[src/rtl/wdg_pkg.sv]
// Purpose: Shared constants and types for the watchdog timer core
// Assumes: 25 MHz system clock, APB register access
// Notes: All offsets, the period reset value and field positions other than status live here
package wdg_pkg;
   // Clock figures
   localparam int unsigned CLK_HZ = 25_000_000; // System clock
   localparam int unsigned SLOW_OSC_HZ = 31_000; // Slow oscillator rate
   // Cycles per slow tick, rounded down
   localparam int unsigned SLOW_DIV = CLK_HZ / SLOW_OSC_HZ;
   localparam logic [9:0] SLOW_DIV_LAST = 10'(SLOW_DIV - 1);
   // Counter and prescale figures
   localparam int unsigned CNT_W = 23; // Enough for 2^23 ticks
   localparam logic [4:0] MIN_SHIFT = 5'h05; // 1:32
   localparam logic [4:0] PSEL_MAX = 5'h12; // Highest legal code
   localparam logic [4:0] PSEL_RST = 5'h0B; // 1:65536 after reset
   // Enable mode codes
   localparam logic [1:0] MODE_OFF = 2'h0;
   localparam logic [1:0] MODE_SOFT = 2'h1;
   localparam logic [1:0] MODE_AWAKE = 2'h2;
   localparam logic [1:0] MODE_ON = 2'h3;
   // Register byte offsets
   localparam logic [7:0] ADDR_CTRL = 8'h00; // watchdog_control
   localparam logic [7:0] ADDR_PWR = 8'h04; // power_ctrl_status
   localparam logic [7:0] ADDR_STAT = 8'h08; // Flags and run state
   localparam logic [7:0] ADDR_COUNT = 8'h0C; // Live count
   localparam logic [7:0] ADDR_IRQ_STS = 8'h10; // Sticky events
   localparam logic [7:0] ADDR_IRQ_CLR = 8'h14; // Write 1 to clear
   localparam logic [7:0] ADDR_IRQ_EN = 8'h18; // Event enables
   // Field positions
   localparam int unsigned CTRL_SOFT_BIT = 0;
   localparam int unsigned CTRL_PSEL_LSB = 1;
   localparam int unsigned PWR_WDRST_BIT = 4;
   localparam int unsigned IRQ_TIMEOUT = 0;
   localparam int unsigned IRQ_WAKE = 1;
   localparam int unsigned IRQ_RESET = 2;
   localparam int unsigned IRQ_W = 3;
   // Count value at which a given shift expires
   function automatic logic [CNT_W-1:0] wdg_mask(input logic [4:0] sh);
      logic [CNT_W:0] one;
      one = 24'h000001 << sh;
      return 23'(one - 24'h000001);
   endfunction
   // Top level state
   typedef struct packed {
      logic [4:0] period;
      logic soft_on;
      logic wdrst;
      logic to_flag;
      logic pwrdn_flag;
      logic [IRQ_W-1:0] irq_sts;
      logic [IRQ_W-1:0] irq_en;
      logic sleep_d;
      logic ready;
      logic [31:0] rdata;
      logic slverr;
      logic reset_req;
      logic wake_req;
      logic irq;
   } wdg_state_t;
endpackage

[src/rtl/wdg_cnt_if.sv]
// Purpose: Carrier between watchdog control, divider and counter
// Assumes: Single clock domain
// Notes: Tick is a one-cycle enable at the slow oscillator rate
`timescale 1ns/1ps
interface wdg_cnt_if;
   logic tick; // Slow oscillator enable
   logic clr; // Hold count at zero
   logic [4:0] shift; // Prescale exponent
   logic expire; // One-cycle time-out pulse
   logic [22:0] count; // Live count
   modport div (output tick);
   modport cnt (input tick, input clr, input shift,
                output expire, output count);
   modport ctl (input tick, input expire, input count,
                output clr, output shift);
endinterface

[src/rtl/wdg_osc_div.sv]
// Purpose: Slow oscillator time base as an enable pulse
// Assumes: clk at 25 MHz
// Notes: Rate is nominal; real part tolerance is not modelled
`timescale 1ns/1ps
module wdg_osc_div
   import wdg_pkg::*;
(
   input wire logic clk,
   input wire logic rst_b,
   wdg_cnt_if.div cif
);
   // Divider state
   typedef struct packed {
      logic [9:0] cnt;
      logic tick;
   } wdg_div_t;
   wdg_div_t st_r;
   wdg_div_t st_nxt;
   // Free running count, tick on wrap
   always_comb begin
      st_nxt = st_r;
      st_nxt.tick = 1'b0;
      if (st_r.cnt == SLOW_DIV_LAST) begin
         st_nxt.cnt = 10'h000;
         st_nxt.tick = 1'b1;
      end else begin
         st_nxt.cnt = st_r.cnt + 10'h001;
      end
   end
   // State register
   always_ff @(posedge clk or negedge rst_b) begin
      if (!rst_b) begin
         st_r <= '0;
      end else begin
         st_r <= st_nxt;
      end
   end
   assign cif.tick = st_r.tick;
endmodule

[src/rtl/wdg_counter.sv]
// Purpose: Watchdog tick counter with time-out detect
// Assumes: Tick and clear come from the same clock domain
// Notes: Count restarts from zero after each time-out
`timescale 1ns/1ps
module wdg_counter
   import wdg_pkg::*;
(
   input wire logic clk,
   input wire logic rst_b,
   wdg_cnt_if.cnt cif
);
   // Counter state
   typedef struct packed {
      logic [CNT_W-1:0] cnt;
      logic expire;
   } wdg_ctr_t;
   wdg_ctr_t st_r;
   wdg_ctr_t st_nxt;
   logic [CNT_W-1:0] lim; // Last count before time-out
   assign lim = wdg_mask(cif.shift);
   // Clear dominates; count only on slow ticks
   always_comb begin
      st_nxt = st_r;
      st_nxt.expire = 1'b0;
      if (cif.clr) begin
         st_nxt.cnt = '0;
      end else if (cif.tick) begin
         if (st_r.cnt >= lim) begin
            st_nxt.cnt = '0;
            st_nxt.expire = 1'b1;
         end else begin
            st_nxt.cnt = st_r.cnt + 23'h000001;
         end
      end
   end
   // State register
   always_ff @(posedge clk or negedge rst_b) begin
      if (!rst_b) begin
         st_r <= '0;
      end else begin
         st_r <= st_nxt;
      end
   end
   assign cif.expire = st_r.expire;
   assign cif.count = st_r.cnt;
endmodule

[src/rtl/wdg_top.sv]
// Purpose: Watchdog timer core with APB registers and event interrupt
// Assumes: All inputs synchronous to clk; APB master keeps protocol
// Notes: Time-out asleep wakes the device, awake it requests a reset
//
// Behaviour
// - Counts slow oscillator ticks only, about 32 us base
// - Mode 11 runs always, also asleep
// - Mode 10 runs awake, stops asleep
// - Mode 01 follows the software enable bit
// - Mode 1x ignores the software enable bit
// - Mode 00 keeps the watchdog off
// - Period code sets prescale 2^(code+5)
// - Codes above 10010 act as 1:32
// - Reset loads period 01011, software enable 0
// - Count clears on kick, sleep, fail, off, startup
// - Sleep entry and exit both clear count
// - Held clear until oscillator startup timer ends
// - Oscillator divider changes leave watchdog alone
// - Time-out asleep wakes device and sets flags
// - Reset flag sits at power status bit 4
// - Control bits 7-6 read zero, enable bit 0
// - Missed kick while awake forces a reset
`timescale 1ns/1ps
module wdg_top
   import wdg_pkg::*;
(
   input wire logic clk,
   input wire logic rst_b,
   input wire logic [7:0] paddr,
   input wire logic psel,
   input wire logic penable,
   input wire logic pwrite,
   input wire logic [31:0] pwdata,
   output logic [31:0] prdata,
   output logic pready,
   output logic pslverr,
   input wire logic [1:0] cfg_watchdog_mode,
   input wire logic kick_instruction,
   input wire logic sleep_active,
   input wire logic osc_fail,
   input wire logic osc_startup_timer,
   output logic wd_reset_req,
   output logic wd_wake_req,
   output logic timeout_flag,
   output logic powerdown_flag,
   output logic wd_reset_flag,
   output logic irq
);
   import wdg_pkg::*;

   wdg_state_t st_r; // Registered state
   wdg_state_t st_nxt; // Next state
   wdg_cnt_if cif(); // Link to divider and counter
   logic run; // Watchdog active now
   logic sleep_edge; // Sleep entered or left
   logic wr_commit; // Write takes effect
   logic ask; // Access phase waiting for answer

   // Slow time base
   wdg_osc_div u_div (
      .clk(clk),
      .rst_b(rst_b),
      .cif(cif.div)
   );

   // Tick counter
   wdg_counter u_cnt (
      .clk(clk),
      .rst_b(rst_b),
      .cif(cif.cnt)
   );

   // Mode decode; software bit only matters in mode 01
   // The mode field is strapped; a change mid-run only
   // clears or starts the count, it never times out by itself.
   always_comb begin
      case (cfg_watchdog_mode)
         MODE_ON: run = 1'b1;
         MODE_AWAKE: run = !sleep_active;
         MODE_SOFT: run = st_r.soft_on;
         MODE_OFF: run = 1'b0;
         default: run = 1'b0;
      endcase
   end

   // Both directions of a sleep change clear the count
   assign sleep_edge = sleep_active ^ st_r.sleep_d;

   // Clear sources; startup timer holds it at zero while it runs.
   // The oscillator divider select is not an input at all, so a
   // change there cannot disturb the count.
   assign cif.clr = kick_instruction | sleep_edge | osc_fail
      | !run | osc_startup_timer;

   // Reserved codes fall back to the shortest interval
   assign cif.shift = (st_r.period > PSEL_MAX) ? MIN_SHIFT
      : st_r.period + MIN_SHIFT;

   // APB handshake: answer one cycle into the access phase
   // One fixed wait state keeps the read mux off the pready
   // path, at the cost of one extra cycle per transfer.
   assign ask = psel && penable && !st_r.ready;
   assign wr_commit = psel && penable && st_r.ready && pwrite;

   // Next state
   always_comb begin
      logic [IRQ_W-1:0] ev;
      logic [31:0] rd;
      logic hit;
      ev = '0;
      rd = 32'h00000000;
      hit = 1'b1;
      st_nxt = st_r;
      st_nxt.sleep_d = sleep_active;
      st_nxt.reset_req = 1'b0;
      st_nxt.wake_req = 1'b0;
      st_nxt.ready = 1'b0;
      st_nxt.slverr = 1'b0;
      // Read mux; unused upper bits stay zero
      case (paddr)
         ADDR_CTRL: begin
            rd[CTRL_SOFT_BIT] = st_r.soft_on;
            rd[CTRL_PSEL_LSB +: 5] = st_r.period;
         end
         ADDR_PWR: rd[PWR_WDRST_BIT] = st_r.wdrst;
         ADDR_STAT: rd[2:0] = {run, st_r.pwrdn_flag, st_r.to_flag};
         ADDR_COUNT: rd[CNT_W-1:0] = cif.count;
         ADDR_IRQ_STS: rd[IRQ_W-1:0] = st_r.irq_sts;
         ADDR_IRQ_CLR: rd = 32'h00000000; // Write only
         ADDR_IRQ_EN: rd[IRQ_W-1:0] = st_r.irq_en;
         default: hit = 1'b0; // Unmapped
      endcase
      // Answer the access phase
      if (ask) begin
         st_nxt.ready = 1'b1;
         st_nxt.rdata = pwrite ? 32'h00000000 : rd;
         st_nxt.slverr = !hit;
      end
      // Register writes at the completing edge
      if (wr_commit) begin
         case (paddr)
            ADDR_CTRL: begin
               st_nxt.period = pwdata[CTRL_PSEL_LSB +: 5];
               st_nxt.soft_on = pwdata[CTRL_SOFT_BIT];
            end
            ADDR_PWR: begin
               // Write 1 clears the reset flag
               if (pwdata[PWR_WDRST_BIT]) begin
                  st_nxt.wdrst = 1'b0;
               end
            end
            ADDR_IRQ_CLR: begin
               st_nxt.irq_sts = st_r.irq_sts & ~pwdata[IRQ_W-1:0];
            end
            ADDR_IRQ_EN: st_nxt.irq_en = pwdata[IRQ_W-1:0];
            default: begin
            end
         endcase
      end
      // Kick marks a clean run: both flags drop
      if (kick_instruction) begin
         st_nxt.to_flag = 1'b0;
         st_nxt.pwrdn_flag = 1'b0;
      end
      // Sleep entry records power-down; the count clear
      // itself rides on cif.clr, not on this flag
      if (sleep_active && !st_r.sleep_d) begin
         st_nxt.pwrdn_flag = 1'b1;
      end
      // Time-out handling; sets win over any clear above
      if (cif.expire) begin
         ev[IRQ_TIMEOUT] = 1'b1;
         st_nxt.to_flag = 1'b1;
         if (sleep_active) begin
            // Asleep: wake instead of reset
            st_nxt.wake_req = 1'b1;
            st_nxt.pwrdn_flag = 1'b1;
            ev[IRQ_WAKE] = 1'b1;
         end else begin
            // Awake: the kick never came
            st_nxt.reset_req = 1'b1;
            st_nxt.wdrst = 1'b1;
            st_nxt.period = PSEL_RST;
            st_nxt.soft_on = 1'b0;
            ev[IRQ_RESET] = 1'b1;
         end
      end
      // Sticky events and the level interrupt
      st_nxt.irq_sts = st_nxt.irq_sts | ev;
      st_nxt.irq = |(st_nxt.irq_sts & st_nxt.irq_en);
   end

   // State register; reset values are constants only
   always_ff @(posedge clk or negedge rst_b) begin
      if (!rst_b) begin
         st_r <= '0;
         st_r.period <= PSEL_RST;
      end else begin
         st_r <= st_nxt;
      end
   end

   // Outputs straight from flops
   assign prdata = st_r.rdata;
   assign pready = st_r.ready;
   assign pslverr = st_r.slverr;
   assign wd_reset_req = st_r.reset_req;
   assign wd_wake_req = st_r.wake_req;
   assign timeout_flag = st_r.to_flag;
   assign powerdown_flag = st_r.pwrdn_flag;
   assign wd_reset_flag = st_r.wdrst;
   assign irq = st_r.irq;

   // No kick, fail, startup timer or sleep change either way (run is not included), a tick due and no wrap at this tick.
   // A plain signal, so it may join boolean terms.
   logic quiet; // Count must step by one next cycle if run is high
   assign quiet = !kick_instruction && !osc_fail && !osc_startup_timer
      && !sleep_edge && cif.tick
      && cif.count < wdg_mask(cif.shift);
endmodule

[config.mk]
export PLATFORM = sky130hd
export DESIGN_NAME = wdg_top
export DESIGN_NICKNAME = d
export VERILOG_FILES = /design/src/rtl/wdg_pkg.sv /design/src/rtl/wdg_cnt_if.sv /design/src/rtl/wdg_osc_div.sv /design/src/rtl/wdg_counter.sv /design/src/rtl/wdg_top.sv
export SDC_FILE = /design/constraint.sdc
export NUM_CORES = 1
export LEC_CHECK = 0
export BUFFER_PORTS_ARGS = -buffer_cell sky130_fd_sc_hd__buf_2
export CORE_MARGIN = 3
export CORE_UTILIZATION = 55
export CTS_BUF_LIST = sky130_fd_sc_hd__clkbuf_4 sky130_fd_sc_hd__clkbuf_8
export CTS_CLUSTER_SIZE = 16
export DETAILED_ROUTE_END_ITERATION = 16
export HOLD_SLACK_MARGIN = 0.03
export MAX_ROUTING_LAYER = met4
export PLACE_DENSITY_LB_ADDON = 0.05
export RECOVER_POWER = 100
export REMOVE_ABC_BUFFERS = 1
export SYNTH_ARGS = -nofsm -noshare
export SYNTH_HDL_FRONTEND = slang
export SYNTH_SLANG_ARGS = --single-unit
export TNS_END_PERCENT = 30
[constraint.sdc]
create_clock -name clk -period 7.79 [get_ports clk]
set_input_delay 1.558 -clock clk [delete_from_list [all_inputs] [get_ports clk]]
set_output_delay 1.558 -clock clk [all_outputs]
set_load 0.05 [all_outputs]
==> flow_metrics.py, run 1 <==
metrics = {
    "worst_setup_path": {
        "endpoint": "u_cnt.cif.count[15]",
        "timing.rr.end": "u_cnt.cif.count[15]",
        "arrival_ns": 6.45,
        "crit_top_cell": "ha_1",
        "worstRegToRegCells": 19,
        "crit_required_ns": 8.07,
        "cp_num_buf_inv": 1,
        "path_depth": 19,
        "slowest_delay_ns": 0.96,
        "crit_path_start_kind": "register",
        "critical-path-top-delay-family": "simple AND/OR/NAND/NOR gates",
        "crit_path_end_kind": "register",
        "cp-startpoint": "st_r[48]",
        "critPathKind": "reg -> reg",
        "reg2reg_setup_slack_ns": 1.63,
        "reg2reg_from": "st_r[48]",
        "path_cells": "ha_1, and4b_1, o21ai_0, inv_1, nand2_1, ha_1, o211ai_1, nand2b_1, nand2_1, nor2_1, a311oi_1, ha_1, nand4_1, nor4_1, a211oi_1, o211ai_1, nor3_1, a21oi_1, a21oi_1",
        "path_max_fanout": 17,
        "slowest_stage": "nor3_1",
    },
    "place": {
        "place_congestion": 0.8823,
        "portBuffers": 55,
        "dpl.cell_count": 654,
        "hpwl_mm": 8.195,
    },
    "synth": {
        "synth_enable_flop_cells": 0,
        "yosysSeqAreaShare_pct": 39.80,
        "synth_area_um2": 4976,
        "synthFlopType": "dfrtp_1",
        "synth_top_cell_by_area": "dfrtp_1",
        "synth_async_sr_flop_share_pct": 100.0,
        "avgSynthCellArea_um2": 9.336,
        "synth_cell_type_count": 64,
        "ys_warn_count": 0,
        "ys_seq_elements": 79,
        "postSynthCellCount": 533,
        "ys_top_cells_by_area": "dfrtp_1, ha_1, buf_4",
        "synthDominantCellAreaShare_pct": 38.22,
    },
    "global_route": {
        "grt_max_degree": 80,
        "gr-usage-all-layers_pct": 23.58,
        "antenna_found_initial": 0,
        "grt_pass1_wl_mm": 18.57,
        "overflow": 0,
        "grt_pass1_vias": 3788,
    },
    "pwr": {
        "p_int_uw": 550.1,
        "power.switching_uw": 201.1,
        "power_uw": 751.2,
        "vdd_ir_drop_max_mv": 0.09219,
        "powerDensity_nw_per_um2": 144.4,
        "power.share.sequential_pct": 54.9,
        "netSwitchingFraction_pct": 26.77,
        "p_clk_share_pct": 38.1,
        "power.leakage_nw": 2.441,
        "power_frac_comb_pct": 7.0,
    },
    "timing": {
        "tightest_slew_ns": 4.108,
        "finalHoldViolCount": 0,
        "setup_violations": 0,
        "max_slew_margin_pct": -173.9,
        "fin_worst_skew_ns": 0.009767,
        "max_freq_mhz": 162.3,
        "finalMaxSlewViolations": 98,
        "rsz0062_at_grt": "false",
        "fin_crit_sh_pct": 79.11,
        "period_needed_ns": 6.162,
        "fin_setup_tns_ns": 0,
    },
    "floorplan": {
        "die_height_um": 101.1,
        "dieWidth_um": 101.1,
        "dieArea_um2": 10220,
        "io_pins": 91,
        "core-area_um2": 8763,
        "num_rows": 34,
        "initial_core_util_pct": 56.78,
    },
    "clock_tree": {
        "cts_setup_buffers": 0,
        "cts_resized": 0,
        "cts_tree": "done",
        "cts_root_buf": "clkbuf_8",
        "clock-sinks": 79,
        "cts_buffer_depth": 2,
        "cts.clk_slew.worst_paths_ns": 0.09,
        "htree_levels": 3,
        "cts-hold-fix-buffers": 0,
        "numCtsBuffers": 9,
        "clkLatencyLatePin_ns": 0.36,
    },
    "hold_path": {
        "holdCritStartpoint": "prdata[4]",
        "hold_class": "reg -> reg",
    },
    "finish": {
        "instances_no_fill": 670,
        "nets": 638,
        "area_growth_syn_to_layout_pct": 4.551,
        "diodes": 0,
        "drive_above_1_share_pct": 9.253,
    },
    "detailed_routing": {
        "wl_mm": 11.24,
        "drt_first_pass_iters": 5,
        "routedWlPerCell_um": 16.78,
        "vias": 4047,
        "drc": 0,
        "antenna_left": 0,
        "vias_per_cell": 6.040,
        "drt-initial-drc-count": 136,
    },
    "outcome": {
        "violations": "capacitance limit, slew limit",
        "status": "complete, but fails checks",
    },
    "flow_run": {
        "maxCapViolCount": 3,
    },
}
[cell families (layout without fill, tap and decap cells)]
group | after synthesis | count (layout) | share of synthesized area (%)
AO/OA/AOI/OAI | 144 | 144 | 19.99
XOR/XNOR | 11 | 11 | 1.936
adder cells (fa/ha/maj) | 30 | 30 | 7.543
buffers and inverters | 66 | 87 | 7.669
flip-flops | 79 | 79 | 39.80
multiplexers | 13 | 13 | 3.445
other | 1 | 9 | 0.07536
AND/OR/NAND/NOR | 189 | 189 | 19.54
[worst register-to-register path, cell delays in order, from the launching register on]
cell,delay [ns]
dfstp_1,0.92
ha_1,0.37
and4b_1,0.22
o21ai_0,0.65
inv_1,0.23
nand2_1,0.15
ha_1,0.35
o211ai_1,0.19
nand2b_1,0.25
nand2_1,0.11
nor2_1,0.05
a311oi_1,0.23
ha_1,0.29
nand4_1,0.18
nor4_1,0.09
a211oi_1,0.25
o211ai_1,0.24
nor3_1,0.96
a21oi_1,0.17
a21oi_1,0.18
[registers in the layout (all words and copies together) (netlist names)]
register and flops:
prdata 23, u_cnt.cif.count 23, st_r 13, u_div.st_r 10, irq 1, powerdown_flag 1, pready 1, pslverr 1
timeout_flag 1, u_cnt.cif.expire 1, u_div.cif.tick 1, wd_reset_flag 1, wd_reset_req 1, wd_wake_req 1
[cells in the final DEF (no fill, tap or decap), types with 7 or more instances in the layout]
cell,count
and3_1,9
a22o_1,19
nand4_1,11
ha_1,30
conb_1,9
nor4_1,8
nor2_1,44
o21ai_0,33
nor3b_1,7
clkbuf_8,9
clkbuf_1,36
mux2i_1,7
nand3_1,19
o31ai_1,7
a22oi_1,7
a21oi_1,26
buf_2,20
dfrtp_1,76
inv_1,15
a21o_1,18
nand2_1,47
nor3_1,14
[power groups by stage]
stage          clock network, mW  registers (mW)  logic [mW]
2_1_floorplan                  0           0.424      0.0274
3_3_place_gp                   0           0.421      0.0541
3_5_place_dp                   0           0.421      0.0549
4_1_cts                    0.293           0.412      0.0549
5_1_grt                    0.308           0.413      0.0588
6_report                   0.286           0.412      0.0527
[metal layers]
layer | global-route usage, % | vias to the layer above | part of all wire [%]
met2 | 38.08 | 88 | 48
met5 | - | - | 0
met4 | 6.442 | 0 | 1.3
met3 | 4.221 | 14 | 4.3
li1 | - | 1972 | -
met1 | 30.62 | 1973 | 46
[through the flow]
step	worst slack, ns	hold WS [ns]	util (%)	area (µm²)
3_5_place_dp	2.299	0.4724	58.21	5101
2_1_floorplan	3.245	0.4568	-	4681
3_3_place_gp	2.388	0.4619	58.21	5101
5_1_grt	1.085	0.5192	59.37	5202
4_1_cts	2.209	0.4955	60.27	5281
6_report	1.628	0.4939	59.37	5202
[synth_stat cells (all sizes together) (4+ instances only)]
master and count:
a21o 18, a21oi 28, a221o 5, a22o 19
a22oi 7, and2 6, and3 9, buf 39
clkbuf 12, dfrtp 76, ha 30, inv 15
mux2i 7, nand2 47, nand3 19, nand4 11
nor2 44, nor3 14, nor3b 7, nor4 9
o21a 4, o21ai 36, o31ai 8, or2 4
or3 6, xnor2 6, xor2 5
[area by class of cell]
class	instances	area (µm²)
inverters	15	56.30
flip-flops and latches	79	1981
fillers	799	3561
repair buffers	56	235.2
clock buffers	11	138.9
well taps	108	135.1
clock inverters	5	41.29
multi-input cells	396	2615
[how the worst min path moves through the flow]
stage                          end  slack [ns]  cells after the start
floorplan           u_div.st_r[10]        0.46                      1
global placement         prdata[0]        0.46                      2
detailed placement       prdata[0]        0.47                      2
CTS                      prdata[4]        0.50                      2
global route             prdata[3]        0.52                      2
finish                   prdata[4]        0.49                      2
Note: power is estimated with default switching activity, not from simulation.
==> inputs of run 2 (changes only) <==
- CORE_UTILIZATION: 55 -> 53
- clock period: 7.79 -> 5.2 ns (I/O delays scaled with it)
==> run 2 against run 1 <==
  * Register-to-register slack worse by 1.2 ns
  * Power increased by 58%
  * Critical endpoint is now u_cnt.cif.count[6]
  * Die area grew 3.6%
  * The run still ends with capacitance limit, slew limit left
  * Utilization grew 0.088 points
  * Wire length grew 5.5%
  * Fmax is 30% higher
  * Final area rose by 2.1%
  * Non-clock buffer count up 10
  * Critical path depth down 1
  * Highest routed layer unchanged
==> flow_metrics.py, run 2 (synthesized netlist as in run 1, its figures left out) <==
metrics = {
    "timing": {
        "setup_violations": 0,
        "max_freq_mhz": 210.4,
        "finalHoldViolCount": 0,
        "period_needed_ns": 4.753,
        "fin_setup_tns_ns": 0,
        "fin_crit_sh_pct": 91.41,
        "rsz0062_at_grt": "false",
        "tightest_slew_ns": 2.229,
        "hold_slack_ns": 0.4820,
        "finalMaxSlewViolations": 131,
        "fin_worst_skew_ns": 0.01749,
        "max_slew_margin_pct": -49.77,
    },
    "worst_setup_path": {
        "reg2reg_from": "st_r[48]",
        "crit_required_ns": 5.46,
        "crit_path_start_kind": "register",
        "arrival_ns": 5.01,
        "crit_path_end_kind": "register",
        "cp-startpoint": "st_r[48]",
        "path_max_fanout": 20,
        "critPathKind": "reg -> reg",
    },
    "detailed_routing": {
        "antenna_left": 0,
        "wl_mm": 11.86,
        "routedWlPerCell_um": 17.44,
        "drt_first_pass_iters": 4,
        "vias_per_cell": 6.124,
        "drt-initial-drc-count": 148,
        "drc": 0,
        "vias": 4164,
    },
    "floorplan": {
        "die_height_um": 102.9,
        "core-area_um2": 8934,
        "num_rows": 34,
        "initial_core_util_pct": 55.70,
        "dieArea_um2": 10590,
        "dieWidth_um": 102.9,
        "io_pins": 91,
    },
    "clock_tree": {
        "cts_resized": 0,
        "cts.clk_slew.worst_paths_ns": 0.08,
        "clock-sinks": 79,
        "cts-hold-fix-buffers": 0,
        "clkLatencyLatePin_ns": 0.35,
        "htree_levels": 3,
        "cts_tree": "done",
        "cts_buffer_depth": 2,
        "numCtsBuffers": 9,
        "cts_setup_buffers": 0,
        "cts_root_buf": "clkbuf_8",
    },
    "global_route": {
        "antenna_found_initial": 0,
        "grt_max_degree": 80,
        "gr-usage-all-layers_pct": 24.08,
        "overflow": 0,
        "grt_pass1_wl_mm": 19.59,
        "grt_pass1_vias": 3987,
    },
    "place": {
        "place_congestion": 0.8785,
        "dpl.cell_count": 664,
        "hpwl_mm": 8.703,
        "portBuffers": 55,
        "dpl_cell_area_um2": 5176,
    },
    "finish": {
        "final_common_cell": "dfrtp_1",
        "drive_above_1_share_pct": 11.36,
        "instances_no_fill": 680,
        "layout_common_cells": "dfrtp_1, nand2_1, nor2_1",
        "multi_input_area_um2": 2631,
        "register_area_um2": 1981,
        "fill_cells": 794,
        "area_growth_syn_to_layout_pct": 6.739,
        "design_area_um2": 5311,
        "diodes": 0,
        "nets": 648,
    },
    "pwr": {
        "vdd_ir_drop_max_mv": 0.1363,
        "powerDensity_nw_per_um2": 222.9,
        "power.leakage_nw": 2.511,
        "power_mw": 1.184,
    },
    "outcome": {
        "status": "complete, but fails checks",
        "violations": "capacitance limit, slew limit",
    },
    "hold_path": {
        "holdCritStartpoint": "prdata[1]",
        "hold_class": "reg -> reg",
    },
    "flow_run": {
        "maxCapViolCount": 3,
    },
}
run 2: power breakdown:
part,internal [mW],switching (mW),leakage (nW)
combinational,0.0202,0.0608,1.34
sequential,0.616,0.00167,1.07
clock,0.242,0.243,0.101
run 2: worst max-delay path: stages (launching register included):
cell	delay, ns
dfstp_2	0.60
inv_1	0.13
ha_1	0.39
nand2_1	0.15
nor2_1	0.17
nand2_1	0.11
ha_1	0.23
o211ai_1	0.17
nand2b_1	0.21
nor2_1	0.09
a311oi_1	0.37
ha_1	0.32
nand4_1	0.19
nor2_1	0.08
a22oi_1	0.21
o211ai_2	0.23
or3_4	0.53
or3_1	0.37
o21ai_0	0.09
run 2: stage by stage:
stage	utilization, %	setup WS [ns]
after floorplan	-	0.6550
after global placement	57.94	0.6342
after detailed placement	57.94	0.5178
after CTS	60.20	0.4971
after global routing	59.45	0.09417
final	59.45	0.4466
run 2: final cells by class:
class,count,share of cell area [%]
repair buffers,66,5.772
multi-input cells,396,49.54
flip-flops and latches,79,37.29
inverters,15,1.060
well taps,108,2.544
clock inverters,4,1.037
clock buffers,12,2.756
run 2: final timing paths:
check,to,slack [ns],depth (start not counted)
min in group asynchronous,prdata[22],1.22,1
max,u_cnt.cif.count[6],0.45,18
min reg2reg,prdata[1],0.48,2
max reg2reg,u_cnt.cif.count[6],0.45,18
max in group asynchronous,st_r[39],2.83,1
min,prdata[1],0.48,2
run 2: routing by layer:
metal  GRT usage, %  up-vias  share of wire, %
met5              -        -                 0
met1          32.03     2045                46
met3          3.180       23               4.2
met2          38.48      110                48
li1               -     1986                 -
met4          7.371        0               1.5
==> inputs of run 3 (changes only) <==
- BUFFER_PORTS_ARGS: -buffer_cell sky130_fd_sc_hd__buf_2 -> default
- CORE_UTILIZATION: 53 -> 25
- DONT_BUFFER_PORTS: default -> 1
- SLEW_MARGIN: default -> 5
==> run 3 against run 2 <==
  * The flow still finishes with violations (capacitance limit, slew limit)
  * Global-route usage is 10 points lower
  * Sequential share of layout area is 0.56 points lower
  * Power is 6.2% higher
  * Utilization is 31 points lower
  * Clock skew is 0.0010 ns higher
  * Setup slack better by 0.069 ns
  * Wire length is 18% higher
  * Sequential power is 1% higher
  * First-iteration DRC count is 45% higher
  * Worst hold slack worse by 0.13 ns
  * Non-clock buffer count is 44 lower
  * Largest cell class unchanged
  * Largest power group unchanged
==> flow_metrics.py, run 3 (synthesized netlist as in run 1, its figures left out) <==
metrics = {
    "pwr": {
        "vdd_ir_drop_max_mv": 0.1536,
        "powerDensity_nw_per_um2": 233.1,
        "power.leakage_nw": 2.454,
    },
    "detailed_routing": {
        "routedWlPerCell_um": 17.75,
        "drt_first_pass_iters": 4,
        "vias_per_cell": 5.010,
        "drt-initial-drc-count": 214,
        "antenna_left": 0,
        "vias": 3948,
        "drc": 0,
        "wl_mm": 13.99,
    },
    "worst_setup_path": {
        "slowest_delay_ns": 0.64,
        "arrival_ns": 5.00,
        "crit_path_end_kind": "register",
        "path_max_fanout": 8,
        "crit_required_ns": 5.52,
        "critPathKind": "reg -> reg",
        "slowest_stage": "dfstp_2",
        "crit_path_start_kind": "register",
        "worstRegToRegCells": 20,
        "reg2reg_setup_slack_ns": 0.52,
        "path_cells": "ha_1, and4b_1, o21ai_1, inv_1, nand2_1, ha_1, o211ai_1, nand2b_1, nand2_1, nor3_1, a311oi_1, ha_1, a21o_1, a21o_1, a21oi_2, o211ai_2, or3_4, clkbuf_2, nor3b_1, a21o_1",
    },
    "finish": {
        "drive_above_1_share_pct": 9.848,
        "layout_common_cells": "dfrtp_1, nand2_1, nor2_1",
        "diodes": 0,
        "register_area_um2": 1981,
        "final_common_cell": "dfrtp_1",
        "multi_input_area_um2": 2644,
        "area_growth_syn_to_layout_pct": 8.373,
        "nets": 604,
        "fill_cells": 2086,
    },
    "timing": {
        "max_freq_mhz": 213.5,
        "tightest_slew_ns": 1.612,
        "max_slew_margin_pct": -7.447,
        "fin_crit_sh_pct": 90.08,
        "fin_worst_skew_ns": 0.01850,
        "finalMaxSlewViolations": 33,
        "setup_violations": 0,
        "fin_setup_tns_ns": 0,
        "rsz0062_at_grt": "false",
        "hold_slack_ns": 0.3531,
        "period_needed_ns": 4.684,
        "finalHoldViolCount": 0,
    },
    "clock_tree": {
        "numCtsBuffers": 9,
        "htree_levels": 3,
        "cts_buffer_depth": 2,
        "cts.clk_slew.worst_paths_ns": 0.10,
        "cts_setup_buffers": 0,
        "clock-sinks": 79,
        "cts_root_buf": "clkbuf_8",
        "clkLatencyLatePin_ns": 0.38,
        "cts_resized": 0,
        "cts-hold-fix-buffers": 0,
        "cts_tree": "done",
    },
    "global_route": {
        "grt_pass1_vias": 4060,
        "grt_pass1_wl_mm": 23.20,
        "antenna_found_initial": 0,
        "overflow": 0,
        "gr-usage-all-layers_pct": 13.99,
        "grt_max_degree": 80,
    },
    "hold_path": {
        "hold_class": "in -> async",
    },
    "place": {
        "place_congestion": 0.8281,
        "portBuffers": 0,
        "hpwl_mm": 10.30,
    },
    "floorplan": {
        "io_pins": 91,
        "dieArea_um2": 21630,
        "dieWidth_um": 147.1,
        "initial_core_util_pct": 25.99,
        "die_height_um": 147.1,
        "core-area_um2": 19140,
        "num_rows": 50,
    },
    "flow_run": {
        "maxCapViolCount": 1,
    },
    "outcome": {
        "violations": "capacitance limit, slew limit",
        "status": "complete, but fails checks",
    },
}
run 3: worst paths after layout:
check / start / end
max: st_r[49] / u_cnt.cif.count[2]
min: rst_b / prdata[22]
max reg2reg: st_r[49] / u_cnt.cif.count[2]
min reg2reg: u_div.st_r[8] / u_div.st_r[8]
max in group asynchronous: rst_b / st_r[51]
min in group clk: u_div.st_r[8] / u_div.st_r[8]
run 3: critical path: cells and delay by family, from the launching register on:
family	cells	cell delay, ns
compound gates	8	1.42
fa+ha+maj	3	0.82
buf+inv	2	0.32
flops	1	0.64
simple gates	7	1.41
run 3: power by group:
part / total (mW) / switching [mW] / leakage [nW] / internal (mW)
registers: 0.624 / 0.00776 / 1.07 / 0.616
clock network: 0.583 / 0.255 / 0.121 / 0.328
logic: 0.0506 / 0.0363 / 1.26 / 0.0144
total: 1.26 / 0.299 / 2.45 / 0.958
run 3: per-layer routing:
metal	track usage, %	vias up	wire (µm)
met1	18.14	1946	6534
met3	3.856	15	686
li1	-	1908	-
met2	21.59	79	6562
met5	-	-	0
met4	3.868	0	205
run 3: stage by stage:
stage / total power, mW / cells / setup WS (ns) / util [%] / area [µm²]
after floorplan: 0.6763 / 490 / 0.6550 / - / 4681
after global placement: 0.6871 / 772 / 0.6126 / 27.08 / 5184
after detailed placement: 0.6873 / 772 / 0.5903 / 27.08 / 5184
after CTS: 1.283 / 788 / 0.5535 / 28.37 / 5430
after global routing: 1.316 / 788 / 0.05930 / 28.17 / 5393
final: 1.257 / 788 / 0.5160 / 28.17 / 5393
run 3: final cells by class:
type | count | area share (%)
Multi-Input combinational cell | 396 | 49.03
Clock buffer | 10 | 2.436
Clock inverter | 6 | 2.135
Sequential cell | 79 | 36.73
Inverter | 15 | 1.044
Tap cell | 260 | 6.032
Timing Repair Buffer | 22 | 2.599
